## config.mk

```make
export PLATFORM = sky130hd
export DESIGN_NAME = slb_latch_bank
export DESIGN_NICKNAME = d
export VERILOG_FILES = /design/src/design/slb_pkg.sv /design/src/design/slb_shift_in.sv /design/src/design/slb_sync_pd.sv /design/src/design/slb_latch_bank.sv
export SDC_FILE = /design/constraint.sdc
export NUM_CORES = 1
export LEC_CHECK = 0
export ABC_AREA = 1
export CAP_MARGIN = 15
export CORE_MARGIN = 3
export CORE_UTILIZATION = 25
export CTS_BUF_LIST = sky130_fd_sc_hd__clkbuf_2 sky130_fd_sc_hd__clkbuf_4 sky130_fd_sc_hd__clkbuf_8
export DETAILED_ROUTE_END_ITERATION = 10
export DONT_BUFFER_PORTS = 1
export GPL_TIMING_DRIVEN = 0
export SLEW_MARGIN = 15
export SYNTH_ARGS = -nofsm -noshare
export SYNTH_HDL_FRONTEND = slang
export SYNTH_SLANG_ARGS = --single-unit
```

## constraint.sdc

```tcl
create_clock -name clock -period 1.25 [get_ports clock]
set_input_delay 0.25 -clock clock [delete_from_list [all_inputs] [get_ports clock]]
set_output_delay 0.25 -clock clock [all_outputs]
set_load 0.05 [all_outputs]
```

## src/design/slb_pkg.sv

```systemverilog
// shared constants and types for the synthesizer latch bank
package slb_pkg;
	localparam int WORD_W = 24;
	localparam int SEL_W = 2;
	// latch select codes in the two low bits
	localparam logic [1:0] SEL_MAIN = 2'h0;
	localparam logic [1:0] SEL_REF = 2'h1;
	localparam logic [1:0] SEL_FB = 2'h2;
	localparam logic [1:0] SEL_TEST = 2'h3;
	// main setup word fields
	localparam int MAIN_PRESC_HI = 23;
	localparam int MAIN_PRESC_LO = 22;
	localparam int MAIN_PD_MODE = 21;
	localparam int MAIN_PD_REQ = 20;
	localparam int MAIN_PUMP_GAIN = 10;
	localparam int MAIN_PUMP_TRI = 9;
	localparam int MAIN_DIV_RESET = 4;
	// feedback divider word fields
	localparam int FB_HALF_SEL = 23;
	localparam int FB_HALVING = 22;
	localparam int FB_PUMP_GAIN = 21;
	localparam int FB_B_MSB = 20;
	localparam int FB_B_LSB = 8;
	localparam int FB_RSV = 7;
	localparam int FB_A_MSB = 6;
	localparam int FB_A_LSB = 2;
	// reference divider word fields
	localparam int REF_BAND_HI = 21;
	localparam int REF_BAND_LO = 20;
	localparam int REF_TEST = 19;
	localparam int REF_LOCK_PREC = 18;
	localparam int REF_BACKLASH_HI = 17;
	localparam int REF_BACKLASH_LO = 16;
	localparam int REF_CNT_MSB = 15;
	localparam int REF_CNT_LSB = 2;
	// reset values of the latches
	localparam logic [23:0] WORD_RESET = 24'h000000;
	// edges of the reference divider output before sync power-down
	localparam logic [1:0] SYNC_PD_EDGES = 2'h2;

	// decoded feedback divider controls
	typedef struct packed {
		logic halved_prescaler_input_sel;
		logic output_halving;
		logic [12:0] b_count;
		logic [4:0] a_count;
	} slb_fb_type;

	// decoded reference divider controls
	typedef struct packed {
		logic [1:0] band_clock_div;
		logic factory_test_bit;
		logic lock_precision;
		logic [1:0] backlash_width;
		logic [13:0] ref_count;
	} slb_ref_type;

	// power-down actions driven into the core
	typedef struct packed {
		logic counters_load;
		logic pump_tristate;
		logic lock_detect_reset;
		logic rf_bias_en;
		logic ref_buffer_en;
	} slb_pd_type;

	typedef enum logic [1:0] {
		PD_OFF,
		PD_PENDING,
		PD_ON
	} slb_pd_state_type;
endpackage : slb_pkg

```

## src/design/slb_shift_in.sv

```systemverilog
// serial shift register and strobe edge detector for the latch bank
module slb_shift_in
	import slb_pkg::*;
(
	input wire logic clock,
	input wire logic nrst,
	input wire logic serial_clock,
	input wire logic serial_data,
	input wire logic latch_strobe,
	output logic [23:0] shift_word,
	output logic strobe_rise
);
	logic sclk_q;
	logic strobe_q;
	logic [23:0] shift_q;

	////////////////////////////////////////////////////////////////////////
	// previous pin levels for edge detection
	always_ff @(posedge clock or negedge nrst) begin
		if (!nrst) begin
			sclk_q <= 1'b0;
			strobe_q <= 1'b0;
		end else begin
			sclk_q <= serial_clock;
			strobe_q <= latch_strobe;
		end
	end

	// msb first: new bit enters at the bottom, old bits move up
	always_ff @(posedge clock or negedge nrst) begin
		if (!nrst) begin
			shift_q <= WORD_RESET;
		end else if (serial_clock && !sclk_q) begin
			shift_q <= {shift_q[22:0], serial_data}; // RL1
		end
	end

	assign shift_word = shift_q;
	assign strobe_rise = latch_strobe && !strobe_q; // RL1
endmodule : slb_shift_in

```

## src/design/slb_sync_pd.sv

```systemverilog
// counts reference divider output edges for synchronous power-down
module slb_sync_pd
	import slb_pkg::*;
(
	input wire logic clock,
	input wire logic nrst,
	input wire logic arm,
	input wire logic cancel,
	input wire logic ref_div_out,
	output logic fire
);
	logic ref_q;
	logic armed_q;
	logic [1:0] count_q;
	logic ref_rise;

	assign ref_rise = ref_div_out && !ref_q;

	////////////////////////////////////////////////////////////////////////
	// edge detect on the divider output
	always_ff @(posedge clock or negedge nrst) begin
		if (!nrst) begin
			ref_q <= 1'b0;
		end else begin
			ref_q <= ref_div_out;
		end
	end

	// counting starts only after the strobe; an edge in the arm cycle
	// itself is not counted, since it came before the strobe settled
	always_ff @(posedge clock or negedge nrst) begin
		if (!nrst) begin
			armed_q <= 1'b0;
			count_q <= 2'h0;
		end else if (cancel) begin
			armed_q <= 1'b0; // RL24
			count_q <= 2'h0;
		end else if (arm) begin
			armed_q <= 1'b1; // RL24
			count_q <= 2'h0;
		end else if (fire) begin
			armed_q <= 1'b0;
			count_q <= 2'h0;
		end else if (armed_q && ref_rise) begin
			count_q <= count_q + 2'h1;
		end
	end

	// second edge after the strobe
	assign fire = armed_q && ref_rise && !cancel && !arm
		&& (count_q == SYNC_PD_EDGES - 2'h1); // RL6
endmodule : slb_sync_pd

```

## src/design/slb_latch_bank.sv

```systemverilog
// programming latches and power-down control of the synthesizer
// Notes on behaviour
// RL1 - host shifts 24 bits msb first; strobe rise copies word to latch
// RL2 - low bits 00 load the main setup latch on the strobe
// RL3 - prescaler select comes from main setup bits 23 and 22
// RL4 - main setup bit 21 is mode type, bit 20 power-down request
// RL5 - request with mode type 0 powers down on the latch event
// RL6 - request with mode type 1 powers down on second divider edge
// RL7 - chip enable low disables the device at once
// RL8 - power-down forces dividers and timeout counter to load state
// RL9 - power-down three-states the charge pump
// RL10 - power-down resets the digital lock detect
// RL11 - power-down removes the rf output stage bias enable
// RL12 - power-down disables the reference input buffer
// RL13 - shifting and latching keep working during power-down
// RL14 - host writes reference, then main setup, then feedback word
// RL15 - first main setup write powers up and starts bias settling
// RL16 - host waits settling time between main setup and feedback
// RL17 - power-up relocks without reprogramming when band was kept
// RL18 - host must not change feedback word during power-down
// RL19 - feedback word holds b count, reserved bit, a count, controls
// RL20 - reference word holds ref count, backlash, precision, band div
// RL21 - main setup bit 4 holds dividers in reset while set
// RL22 - pump gain follows whichever latch wrote it last
// RL23 - power-down holds until request cleared or chip enable high; here power-up needs both cleared request and chip enable high
// RL24 - sync power-down counts after strobe and cancels if cleared
module slb_latch_bank
	import slb_pkg::*;
(
	input wire logic clock,
	input wire logic nrst,
	input wire logic serial_clock,
	input wire logic serial_data,
	input wire logic latch_strobe,
	input wire logic chip_enable,
	input wire logic ref_div_out,
	output logic [23:0] main_setup_word,
	output logic [1:0] prescaler_sel,
	output logic pump_gain_sel,
	output slb_fb_type fb_ctrl,
	output slb_ref_type ref_ctrl,
	output slb_pd_type pd_ctrl,
	output logic divider_reset,
	output logic powered_up,
	output logic band_select_start,
	output logic fb_written_in_pd
);
	logic [23:0] shift_word;
	logic strobe_rise;
	logic [23:0] main_q;
	logic [23:0] fb_q;
	logic [23:0] ref_q;
	logic main_valid_q;
	logic gain_q;
	logic sync_fire;
	logic sync_arm;
	logic sync_cancel;
	logic load_main;
	logic load_fb;
	logic load_ref;
	logic new_req;
	logic new_mode;
	logic sw_pd;
	logic device_off;
	logic band_q;
	logic fb_dirty_q;
	logic load_q;
	logic tri_q;
	logic ld_reset_q;
	logic rf_bias_q;
	logic ref_buf_q;
	slb_pd_state_type pd_state_q;
	slb_pd_state_type pd_state_d;

	// latch destination decode, used for every strobe
	function automatic logic sel_is(input logic [23:0] w,
		input logic [1:0] code);
		sel_is = (w[1:0] == code);
	endfunction : sel_is

	// a request that powers down at once, as carried by a main word
	function automatic logic async_req(input logic req, input logic mode);
		async_req = req && !mode; // RL5
	endfunction : async_req

	// a request that waits for divider edges before powering down
	function automatic logic sync_req(input logic req, input logic mode);
		sync_req = req && mode; // RL6
	endfunction : sync_req

	////////////////////////////////////////////////////////////////////////
	// input register keeps running in power-down by design
	slb_shift_in u_shift (
		.clock(clock),
		.nrst(nrst),
		.serial_clock(serial_clock),
		.serial_data(serial_data),
		.latch_strobe(latch_strobe),
		.shift_word(shift_word),
		.strobe_rise(strobe_rise)
	); // RL13

	// test latch code is accepted but ignored
	assign load_main = strobe_rise && sel_is(shift_word, SEL_MAIN); // RL2
	assign load_ref = strobe_rise && sel_is(shift_word, SEL_REF);
	assign load_fb = strobe_rise && sel_is(shift_word, SEL_FB);

	// request bits of the word now being latched
	assign new_req = shift_word[MAIN_PD_REQ]; // RL4
	assign new_mode = shift_word[MAIN_PD_MODE]; // RL4

	////////////////////////////////////////////////////////////////////////
	// the three latches; contents survive power-down
	always_ff @(posedge clock or negedge nrst) begin
		if (!nrst) begin
			main_q <= WORD_RESET;
		end else if (load_main) begin
			main_q <= shift_word; // RL2
		end
	end

	// feedback word; a load here while powered up also starts band selection
	always_ff @(posedge clock or negedge nrst) begin
		if (!nrst) begin
			fb_q <= WORD_RESET;
		end else if (load_fb) begin
			fb_q <= shift_word; // RL19
		end
	end

	// reference word; its count sets the divider output we watch
	always_ff @(posedge clock or negedge nrst) begin
		if (!nrst) begin
			ref_q <= WORD_RESET;
		end else if (load_ref) begin
			ref_q <= shift_word; // RL20
		end
	end

	// pump gain has two write paths; last write wins
	// the two loads are exclusive, so the branch order is moot
	always_ff @(posedge clock or negedge nrst) begin
		if (!nrst) begin
			gain_q <= 1'b0;
		end else if (load_main) begin
			gain_q <= shift_word[MAIN_PUMP_GAIN]; // RL22
		end else if (load_fb) begin
			gain_q <= shift_word[FB_PUMP_GAIN]; // RL22
		end
	end

	////////////////////////////////////////////////////////////////////////
	// device stays down after reset until the first main setup write
	// so the core never runs on a main setup word that was never programmed
	always_ff @(posedge clock or negedge nrst) begin
		if (!nrst) begin
			main_valid_q <= 1'b0;
		end else if (load_main) begin
			main_valid_q <= 1'b1; // RL15
		end
	end

	// sync entry: arm on a mode-1 request, cancel on a cleared request
	assign sync_arm = load_main && sync_req(new_req, new_mode)
		&& pd_state_q == PD_OFF;
	assign sync_cancel = load_main && !new_req; // RL24

	// fire is a one-cycle pulse on the second divider edge
	slb_sync_pd u_sync (
		.clock(clock),
		.nrst(nrst),
		.arm(sync_arm),
		.cancel(sync_cancel),
		.ref_div_out(ref_div_out),
		.fire(sync_fire)
	);

	// software power-down state
	// a mode-0 request overtakes a pending synchronous entry
	always_comb begin
		pd_state_d = pd_state_q;
		case (pd_state_q)
			PD_OFF: begin
				if (load_main && async_req(new_req, new_mode)) begin
					pd_state_d = PD_ON; // RL5
				end else if (sync_arm) begin
					pd_state_d = PD_PENDING; // RL6
				end
			end
			PD_PENDING: begin
				if (sync_cancel) begin
					pd_state_d = PD_OFF; // RL24
				end else if (load_main && async_req(new_req, new_mode)) begin
					pd_state_d = PD_ON; // RL5
				end else if (sync_fire) begin
					pd_state_d = PD_ON; // RL6
				end
			end
			PD_ON: begin
				if (sync_cancel) begin
					pd_state_d = PD_OFF; // RL23
				end
			end
			default: begin
				pd_state_d = PD_OFF;
			end
		endcase
	end

	// state register for the software power-down
	always_ff @(posedge clock or negedge nrst) begin
		if (!nrst) begin
			pd_state_q <= PD_OFF;
		end else begin
			pd_state_q <= pd_state_d;
		end
	end

	// software request alone, before the hardware override
	assign sw_pd = (pd_state_q == PD_ON);
	// chip enable overrides both request bits without delay
	assign device_off = !chip_enable || sw_pd || !main_valid_q; // RL7

	////////////////////////////////////////////////////////////////////////
	// band retained across power-down unless feedback word changes
	// the flag tells the host that a full reprogramming is now owed
	always_ff @(posedge clock or negedge nrst) begin
		if (!nrst) begin
			fb_dirty_q <= 1'b0;
		end else if (load_fb && device_off) begin
			fb_dirty_q <= 1'b1; // RL18
		end else if (load_fb) begin
			fb_dirty_q <= 1'b0;
		end
	end

	// band select runs on a feedback write while up; a power-up alone
	// does not retrigger it, so the kept band is reused
	always_ff @(posedge clock or negedge nrst) begin
		if (!nrst) begin
			band_q <= 1'b0;
		end else begin
			band_q <= load_fb && !device_off; // RL17
		end
	end

	////////////////////////////////////////////////////////////////////////
	// power-down actions toward the core, one flop per action; all share
	// the off condition so they move together on the same edge
	always_ff @(posedge clock or negedge nrst) begin
		if (!nrst) begin
			load_q <= 1'b1;
		end else begin
			load_q <= device_off; // RL8
		end
	end

	// the user three-state bit may also park the pump while powered
	always_ff @(posedge clock or negedge nrst) begin
		if (!nrst) begin
			tri_q <= 1'b1;
		end else begin
			tri_q <= device_off || main_q[MAIN_PUMP_TRI]; // RL9
		end
	end

	// lock detect starts over after every power-down
	always_ff @(posedge clock or negedge nrst) begin
		if (!nrst) begin
			ld_reset_q <= 1'b1;
		end else begin
			ld_reset_q <= device_off; // RL10
		end
	end

	// rf stage bias; removing it leaves the outputs floating
	always_ff @(posedge clock or negedge nrst) begin
		if (!nrst) begin
			rf_bias_q <= 1'b0;
		end else begin
			rf_bias_q <= !device_off; // RL11
		end
	end

	// reference buffer; off so the reference pin is not loaded
	always_ff @(posedge clock or negedge nrst) begin
		if (!nrst) begin
			ref_buf_q <= 1'b0;
		end else begin
			ref_buf_q <= !device_off; // RL12
		end
	end

	// status for the core, same timing as the action flops
	always_ff @(posedge clock or negedge nrst) begin
		if (!nrst) begin
			powered_up <= 1'b0;
		end else begin
			powered_up <= !device_off;
		end
	end

	// action flops gathered into the carrier struct
	assign pd_ctrl.counters_load = load_q;
	assign pd_ctrl.pump_tristate = tri_q;
	assign pd_ctrl.lock_detect_reset = ld_reset_q;
	assign pd_ctrl.rf_bias_en = rf_bias_q;
	assign pd_ctrl.ref_buffer_en = ref_buf_q;

	// divider reset from the control bit
	// registered so the counters see one clean level per latch write
	always_ff @(posedge clock or negedge nrst) begin
		if (!nrst) begin
			divider_reset <= 1'b1;
		end else begin
			divider_reset <= main_q[MAIN_DIV_RESET]; // RL21
		end
	end

	////////////////////////////////////////////////////////////////////////
	// field decode straight from the latch flops
	assign main_setup_word = main_q;
	assign prescaler_sel = main_q[MAIN_PRESC_HI:MAIN_PRESC_LO]; // RL3
	assign pump_gain_sel = gain_q;

	// feedback divider fields
	assign fb_ctrl.halved_prescaler_input_sel = fb_q[FB_HALF_SEL];
	assign fb_ctrl.output_halving = fb_q[FB_HALVING];
	assign fb_ctrl.b_count = fb_q[FB_B_MSB:FB_B_LSB]; // RL19
	assign fb_ctrl.a_count = fb_q[FB_A_MSB:FB_A_LSB]; // RL19

	// reference divider fields
	assign ref_ctrl.band_clock_div = ref_q[REF_BAND_HI:REF_BAND_LO];
	assign ref_ctrl.factory_test_bit = ref_q[REF_TEST];
	assign ref_ctrl.lock_precision = ref_q[REF_LOCK_PREC];
	assign ref_ctrl.backlash_width =
		ref_q[REF_BACKLASH_HI:REF_BACKLASH_LO]; // RL20
	assign ref_ctrl.ref_count = ref_q[REF_CNT_MSB:REF_CNT_LSB]; // RL20

	// status toward the core and the host
	assign band_select_start = band_q;
	assign fb_written_in_pd = fb_dirty_q;
endmodule : slb_latch_bank

```

# Word level (Yosys, flattened, before mapping)
# Cells that the tools add are included.
# Widths: inputs -> output; s select.
[totals]
out_inout_bits = 76
inputBits = 7
reg_bits = 110
wordCells = 83
[op_classes]
reduce_logical = 38
eq_ne = 8
n_mux = 18
n_addsub = 1
[op_table]
columns = ["cell", "count"]
rows = [
  ["$mux 2", 10],
  ["$logic_and 1x1->1", 18],
  ["$logic_not 1->1", 10],
  ["$mux 1", 7],
  ["$eq 2x1->1 const B", 3],
  ["$pmux 2 s3", 1],
  ["$eq 2x2->1 const B", 2],
  ["$logic_not 2->1", 2],
  ["$ne 4x3->1 const B", 1],
  ["$reduce_bool 2->1", 2],
  ["$reduce_bool 4->1", 1],
  ["$logic_or 1x1->1", 3],
  ["$ne 3x1->1 const B", 1],
  ["$reduce_and 3->1", 1],
  ["$reduce_bool 3->1", 1],
  ["$add 2x1->2 const B", 1],
  ["$ne 2x1->1 const B", 1],
]

# Depth between registers and ports, before layout
# Gate-level depths: netlist of the first run.
[depth]
ltp_word = 12
depth_mapped = 9
ltp_nobuf = 9

# Modules after synthesis
# From an unflattened synthesis of the first run, not the netlist that was laid out.
[hier_totals]
hier_cells = 420
area_unflattened_um2 = 4150.2
[by_module_without_submodules]
columns = ["mod", "seq_area_each_um2", "area_each_um2", "cells_per_inst", "instances"]
rows = [
  ["slb_latch_bank", 1855.5, 2880.3, 288, 1],
  ["slb_shift_in", 650.6, 1089.8, 109, 1],
  ["slb_sync_pd", 100.1, 180.2, 23, 1],
]

# Least setup slack after synthesis of the first run
# OpenSTA, ideal clock, no wires.
[synth_path]
path_type = "flip-flop to flip-flop"
from = "register u_shift.shift_q[1], in the netlist u_shift.shift_word[1]"
to = "register pd_state_q[1]"
arrival_ns = 1.065
slack_ns = 0.069
setup_time_ns = 0.117
required_time_ns = 1.133
stages_incl_launch_ff = 9
synth_period_minus_slack_ns = 1.181
n_path_buf = 0
path_cell_list = "dfrtp_1 nor2_4 nand2_4 inv_4 nand3_4 nand2_1 nand2_2 nand3_2 nand2_1"
[synth_via]
elab_chain_len = 9
elab_cells_between_ends = 19
classes_between = "eq/ne: 3; mux: 4; reduce/logical: 12"
[synth_lines]
columns = ["element", "line_no", "source"]
rows = [
  ["from (decl)", "slb_shift_in.sv:15", "logic [23:0] shift_q;"],
  ["from (signal assigned)", "slb_shift_in.sv:34", "shift_q <= {shift_q[22:0], serial_data};"],
  ["$logic_not 2->1 *", "slb_latch_bank.sv:78", "sel_is = (w[1:0] == code);"],
  ["$logic_and 1x1->1 *", "slb_latch_bank.sv:104", "assign load_main = strobe_rise && sel_is(shift_word, SEL_MAIN);"],
  ["$logic_and 1x1->1 (on tied branches)", "slb_latch_bank.sv:166, slb_latch_bank.sv:164", ""],
  ["$logic_not 1->1 or $logic_and 1x1->1 (tied branches)", "slb_sync_pd.sv:50, slb_latch_bank.sv:165", ""],
  ["$logic_and 1x1->1 or $logic_not 1->1 (tied branches)", "slb_sync_pd.sv:50", "assign fire = armed_q && ref_rise && !cancel && !arm"],
  ["$logic_and 1x1->1", "slb_sync_pd.sv:50", ""],
  ["$logic_and 1x1->1", "slb_sync_pd.sv:51", "&& (count_q == SYNC_PD_EDGES - 2'h1);"],
  ["$ne 4x3->1 (no source line)", "--", ""],
  ["$reduce_and 3->1 (no source line)", "--", ""],
  ["to (signal assigned)", "slb_latch_bank.sv:215", "pd_state_q <= pd_state_d;"],
  ["to (decl)", "slb_latch_bank.sv:72", "slb_pd_state_type pd_state_q;"],
]
# Mark *: on every way between the ends. The rest lies on a longest branch, timed or not.
# A chain may end at the register's enable or synchronous reset.

# Worst setup path in the final report of the first run
[layout_path]
from = "register main_q[22], in the netlist main_setup_word[22]"
to = "output port prescaler_sel[0]"
[layout_lines]
columns = ["element", "line_no", "source"]
rows = [
  ["from (decl)", "slb_latch_bank.sv:50", "logic [23:0] main_q;"],
  ["from (signal assigned)", "slb_latch_bank.sv:118", "main_q <= shift_word;"],
  ["to (decl)", "slb_latch_bank.sv:38", "output logic [1:0] prescaler_sel,"],
]
# No word-level cell between the ends.

==> parameters.txt, run 1 <==
Parameter                              Value

Outcome
  Run status ... finished, violations left
  Violations in the final reports ... negative hold slack, negative setup slack

Critical path
  Critical path's top delay family ... flip-flops
  Terminus of the critical flop-to-flop path ... pd_state_q[1]
  Setup slack, reg-to-reg ... -0.12 ns
  Critical path start-end classification ... register to output pin
  Startpoint types ... register
  Crit path cell chain ... buf_8
  Crit-path max FO ... 3
  Worst Setup End Kind ... output pin
  Library cell contributing the largest single delay on the critical path ... sky130_fd_sc_hd__dfrtp_2
  Count of cells along the worst register-to-register path ... 9
  Startpoint of the lowest-slack register-to-register path ... u_shift.shift_word[1]
  Start point of the critical path ... main_setup_word[22]
  Critical Path Sink ... prescaler_sel[0]
  Count of cell instances traversed by the critical path ... 1
  Critical Path RT ... 1.00 ns
  Maximum single-stage delay on the critical path ... roughly 0.57 ns
  Combined buffer and inverter count along the critical path ... 1
  Endpoint arrival time on the critical path ... roughly 1.1 ns

Placed design
  Buffers on Ports ... 0
  Final HPWL DP ... about 6800 microns
  Total instance count after detailed placement ... between 600 and 700
  Worst slack after detailed placement ... -0.0869 ns
  Post-DP Area ... between 0.004 and 0.005 sq mm
  Global placer's final weighted congestion ... 0.752

Final layout
  Final Non-Filler Cells ... 654
  Number of antenna repair diodes ... 0
  Final design instance area without fill ... 0.00553 sq mm
  Final Util ... roughly 36%
  Fraction of final layout cells with drive strength greater than 1 ... around 56%
  NumNets Final ... between 400 and 500
  Area grow syn2layout ... 40.7%

Logic synthesis
  Synth unique cells ... 26
  Top flip-flop cell by instance count after synthesis ... sky130_fd_sc_hd__dfrtp_1
  Share of the synthesized area in the top cell type ... 64.3%
  Async set or reset register ratio after synthesis ... 100%
  Largest area contributor in the synthesized netlist ... sky130_fd_sc_hd__dfrtp_1
  Synthesized area divided by synthesized cell count ... roughly 10 sq um
  Seq/Total Area, Yosys ... between 60% and 70%
  Synthesized instance count ... 390
  Register bit total from synthesis ... around 100
  Post-synth EDFFs ... 0
  Syn_nets ... slightly below 400
  Cell area after synthesis ... approximately 0.0039 sq mm
  Commonest cells in the netlist ... sky130_fd_sc_hd__nand2_1, sky130_fd_sc_hd__dfrtp_1, sky130_fd_sc_hd__o21ai_0, sky130_fd_sc_hd__inv_1, sky130_fd_sc_hd__nor2_1
  Most common cell in the netlist ... sky130_fd_sc_hd__nand2_1
  Leading cell types by total area after synthesis ... sky130_fd_sc_hd__dfrtp_1, sky130_fd_sc_hd__o21ai_0, sky130_fd_sc_hd__nand2_1
  Count of yosys warnings during synthesis ... 0

Floorplanning
  Width of the die ... 131 microns
  Top-level port count ... 83
  Site Rows ... 45
  Core region area ... 0.0153 sq mm
  Floorplan die area ... around 0.017 sq mm
  Vert. Die Dim ... 131 microns
  Initial core utilization ... around a quarter

Global route
  Initial antenna violation count ... 0
  Maximum number of pins on one net before global-route repair ... 105
  Vias in the first global route ... ~2.8k
  Tot GR Track Use ... ~12%
  GRT Residual Overflow ... 0
  Global-route wire length before repair ... 15800 microns

STA
  Maximum frequency from static timing analysis ... 719 MHz
  Post-layout minimum cycle time ... ~1.4 ns
  Actual slew at the worst max-slew pin ... roughly 0.42 ns
  Number of hold violations in the final report ... about 100
  Final worst setup slack ... -0.141 ns
  Number of failing setup endpoints in the final timing report ... 60
  Final period util ... 111%
  Max-slew violation count ... 0
  Slew Limit Headroom ... between 70% and 80%
  Final-layout worst hold slack ... -0.446 ns
  Clk_skew ... roughly 0.010 ns
  RSZ-0062 raised after global routing ... yes

Clock network
  H-tree depth ... 3
  TritonCTS clock tree ... built
  Clock-pin slew of the registers on the worst-case setup and hold paths ... roughly 0.11 ns
  Number of sinks driven by the clock tree ... between 100 and 150
  Clock Root Buffer ... sky130_fd_sc_hd__clkbuf_8
  CTS Buffer Depth ... 2
  Number of buffers added to fix hold violations after cts ... 3
  Inserted Clock Buffers ... 9
  Clock latency at the later pin of the worst-skew pair ... between 0.3 and 0.4 ns

Hold path
  Hold WC Path Type ... input port to asynchronous set/reset pin

Route
  Met1 wire length ... around 4500 microns
  Avg WL per Cell ... around 17 microns
  Drt first pass iters ... 4
  Vias ... approximately 2.9k
  Ratio of routed vias to standard cells ... roughly 4.4
  Count of unresolved DRC violations after routing ... 0
  Met2 wirelength from detailed routing ... about 5600 microns
  Met3 routed WL ... approximately 1100 microns
  Max layer used ... met4
  Final routed wirelength across all metal layers ... 11300 microns
  Iteration-0 DRC count of the detailed router ... 168
  Remaining antenna violation count ... 0

Power and ir drop
  Static leakage ... 2.32 nW
  Maximum vdd ir drop ... 0.510 mV
  Power per unit of standard cell area ... around 1800 mW/mm^2

Run
  MaxCap Viol Count ... 0
-- per-layer routing --
layer  global-route usage (%)  up-vias
li1                         -     1324
met1                     14.4     1464
met2                     17.7       87
met3                     5.32        9
met4                     4.49        0
met5                        0        -
-- power breakdown --
part           switching, mW  leakage [nW]  internal (mW)
Sequential              2.14          1.28           4.06
Clock                   1.26        0.0969          0.764
Combinational          0.893         0.952          0.710
-- how the worst min path moves through the flow --
stage	from	endpoint	depth (start not counted)
2_1_floorplan	nrst	band_select_start	0
3_3_place_gp	nrst	fb_q[4]	0
3_5_place_dp	nrst	fb_q[4]	0
4_1_cts	nrst	fb_q[6]	0
5_1_grt	nrst	main_setup_word[8]	0
6_report	nrst	ref_q[4]	0
-- cell usage in the layout, fill, tap and decap left out, types with 11 or more instances in the layout --
master,instances
sky130_fd_sc_hd__dfrtp_2,70
sky130_fd_sc_hd__nand2_1,52
sky130_fd_sc_hd__dfrtp_1,31
sky130_fd_sc_hd__inv_1,35
sky130_fd_sc_hd__o21ai_2,34
sky130_fd_sc_hd__buf_4,11
sky130_fd_sc_hd__nand2_2,48
sky130_fd_sc_hd__buf_6,15
sky130_fd_sc_hd__o21ai_0,25
sky130_fd_sc_hd__buf_8,14
sky130_fd_sc_hd__o21ai_1,29
sky130_fd_sc_hd__nor2_1,11
-- per-stage QoR --
stage | power (mW) | TNS (ns)
2_1_floorplan | 6.68 | 0
3_3_place_gp | 7.03 | -0.826
3_5_place_dp | 7.08 | -1.36
4_1_cts | 9.32 | -1.27
5_1_grt | 10.3 | -6.36
6_report | 9.83 | -3.41
-- sequential cells by signal, summed over array words and instances (netlist names) --
signal / count
divider_reset: 1
ref_q: 20
u_sync.armed_q: 1
fb_q: 20
u_sync.count_q: 2
u_shift.strobe_q: 1
tri_q: 1
pump_gain_sel: 1
u_sync.ref_q: 1
pd_state_q: 2
u_shift.shift_word: 24
fb_written_in_pd: 1
ld_reset_q: 1
u_shift.sclk_q: 1
powered_up: 1
main_valid_q: 1
main_setup_word: 24
band_select_start: 1
-- repair_timing --
| item | 4_1_cts | 5_1_grt |
|---|---|---|
| setup buffers | 7 | 16 |
| setup endpoints to repair | 118 | 93 |
| hold endpoints to repair | 107 | 104 |
| resized for setup | 110 | 201 |
| gates cloned | 1 | 10 |
| pin swaps | 4 | 9 |
-- cell type report --
cell class / instances / area, sq um
multi-input cells: 226 / 1420
flip-flops and latches: 104 / 2690
repair buffers: 35 / 504
clock inverters: 7 / 65.1
well taps: 211 / 264
inverters: 38 / 153
fillers: 1517 / 9780
plain buffers: 24 / 303
clock buffers: 9 / 124
-- kinds of logic (layout without fill, tap and decap cells) --
family,after synthesis,in the layout,synth area share (%)
AOI/OAI and AO/OA,91,91,11.7
buffers and inverters,62,113,7.07
and+or+nand+nor,133,135,15.0
DFF,104,104,66.3
Note: power is estimated with default switching activity, not from simulation.
==> run 2, diff against run 1 <==
Settings changed: CORE_MARGIN 3 to default.
Clock period 1.25 ns to 1.2 ns, I/O delays scaled along.
==> parameters.txt, run 2 (synthesis gave the netlist of run 1 again) <==
Parameter                              Value

Outcome
  Run status ... finished, violations left
  Violations in the final reports ... negative hold slack, negative setup slack

Route
  Ratio of routed vias to standard cells ... 4.36
  Avg WL per Cell ... approximately 17 microns
  Final routed wirelength across all metal layers ... ~11000 microns
  Drt first pass iters ... 4
  Remaining antenna violation count ... 0
  Iteration-0 DRC count of the detailed router ... 180
  Count of unresolved DRC violations after routing ... 0
  Vias ... about 2.9k

STA
  Clk_skew ... 0.0141 ns
  Post-Route Setup TNS ... -5.89 ns
  Actual slew at the worst max-slew pin ... 0.331 ns
  Maximum frequency from static timing analysis ... roughly 720 MHz
  Max-slew violation count ... 0
  Number of failing setup endpoints in the final timing report ... 82
  Number of hold violations in the final report ... between 100 and 150
  Post-layout minimum cycle time ... approximately 1.4 ns
  Final-layout worst hold slack ... -0.459 ns
  Slew Limit Headroom ... 77.9%
  Final period util ... 115%
  RSZ-0062 raised after global routing ... yes
  Final worst setup slack ... -0.183 ns

Critical path
  Critical path start-end classification ... register to output pin
  Crit-path max FO ... 3
  Endpoint arrival time on the critical path ... around 1.1 ns
  Critical path's top delay family ... flip-flops
  Critical Path RT ... approximately 0.96 ns
  Combined buffer and inverter count along the critical path ... 1
  Worst Setup End Kind ... output pin
  Library cell contributing the largest single delay on the critical path ... sky130_fd_sc_hd__dfrtp_2
  Crit path cell chain ... buf_8
  Startpoint types ... register
  Maximum single-stage delay on the critical path ... 0.57 ns

Global route
  GRT Residual Overflow ... 0
  GR met2 Demand/Resource ... 24.5%
  Maximum number of pins on one net before global-route repair ... 105
  Tot GR Track Use ... 14.7%
  Met3 track demand over resource in global routing ... under 10%
  Initial antenna violation count ... 0
  GRT met1 Usage ... between 10% and 20%
  Vias in the first global route ... about 3.1k
  Global-route wire length before repair ... 17600 microns
  Most Used Layer, Global Route ... met2

Power and ir drop
  Power per unit of standard cell area ... between 1500 and 2000 mW/mm^2
  Total power draw ... around 11 mW
  Fraction of power spent switching nets ... 43.2%
  Internal cell power ... 5.97 mW
  Maximum vdd ir drop ... between 0.6 and 0.7 mV
  Power share of the clock group ... approximately 20%
  Portion of total power attributed to combinational logic ... 17.6%
  Static leakage ... roughly 2.4 nW
  Part of the total power dissipated in sequential elements ... between 60% and 70%
  Total net switching power ... ~4.5 mW

Clock network
  Clock latency at the later pin of the worst-skew pair ... 0.38 ns
  H-tree depth ... 3
  Number of sinks driven by the clock tree ... between 100 and 150
  Inserted Clock Buffers ... 9
  CTS Buffer Depth ... 2
  Clock Root Buffer ... sky130_fd_sc_hd__clkbuf_8
  TritonCTS clock tree ... built
  Number of buffers added to fix hold violations after cts ... 4
  Clock-pin slew of the registers on the worst-case setup and hold paths ... about 0.1 ns

Run
  MaxCap Viol Count ... 0

Final layout
  Most frequent standard cell in the layout excluding fill and tap cells ... sky130_fd_sc_hd__dfrtp_2
  Area grow syn2layout ... 47.4%
  Final design instance area without fill ... slightly below 0.006 sq mm
  Leading cell types in the layout, fill and taps excluded ... sky130_fd_sc_hd__dfrtp_2, sky130_fd_sc_hd__o21ai_2, sky130_fd_sc_hd__nand2_1, sky130_fd_sc_hd__nand2_2, sky130_fd_sc_hd__inv_1
  Number of antenna repair diodes ... 0
  Fraction of final layout cells with drive strength greater than 1 ... between 60 and 70%
  Final Util ... between 30% and 40%
  NumNets Final ... around 450

Placed design
  Global placer's final weighted congestion ... 0.695
  Final HPWL DP ... between 6000 and 7000 microns
  Buffers on Ports ... 0
  Post-DP Area ... 0.00419 sq mm

Floorplanning
  Core region area ... 0.0153 sq mm
  Top-level port count ... 83
  Vert. Die Dim ... approximately 130 microns
  Floorplan die area ... between 0.015 and 0.02 sq mm
  Width of the die ... around 130 microns
  Site Rows ... 45
  Initial core utilization ... between 20% and 30%

Hold path
  Hold WC Path Type ... input port to asynchronous set/reset pin
-- run 2: stage by stage --
stage	worst slack, ns	cells
finish	-0.183	656
global route	-0.230	656
CTS	-0.199	648
detailed placement	-0.149	601
global placement	-0.100	601
floorplan	0.0187	390
-- run 2: what timing repair did --
| action | CTS | global route |
|---|---|---|
| endpoints found under the hold margin | 108 | 104 |
| setup buffers | 15 | 8 |
| cloned | 12 | 0 |
| pin swaps | 10 | 11 |
| gates resized for setup | 251 | 116 |
| endpoints found under the setup margin | 151 | 122 |
-- run 2: worst paths after layout --
| kind | depth (start not counted) | from | slack, ns | endpoint |
|---|---|---|---|---|
| max | 1 | main_setup_word[22] | -0.18 | prescaler_sel[0] |
| min | 0 | nrst | -0.46 | u_sync.ref_q |
| max reg2reg | 9 | u_shift.strobe_q | -0.15 | pd_state_q[1] |
| min reg2reg | 2 | u_shift.shift_word[4] | 0.49 | u_shift.shift_word[4] |
| max in group asynchronous | 0 | nrst | 1.40 | divider_reset |
| min in group clock | 3 | chip_enable | 0.16 | ld_reset_q |
-- run 2: power by group through the flow --
stage | Sequential, mW | Clock (mW) | Combinational (mW)
3_5_place_dp | 6.37 | 0 | 1.01
6_report | 6.55 | 2.10 | 1.85
2_1_floorplan | 6.18 | 0 | 0.779
5_1_grt | 6.65 | 2.29 | 2.03
4_1_cts | 6.45 | 2.15 | 1.49
3_3_place_gp | 6.34 | 0 | 0.965
-- run 2: per-layer routing --
metal	up-vias	routed length (microns)
met1	1443	4370
met5	-	0
met2	70	5660
met3	13	918
met4	0	216
li1	1336	-
-- run 2: cell type report --
| class | count | area, sq um |
|---|---|---|
| plain buffers | 24 | 344 |
| clock buffers | 11 | 145 |
| clock inverters | 5 | 40.0 |
| fillers | 1469 | 9470 |
| inverters | 38 | 150 |
| multi-input cells | 225 | 1610 |
| flip-flops and latches | 104 | 2700 |
| well taps | 211 | 264 |
| repair buffers | 38 | 546 |
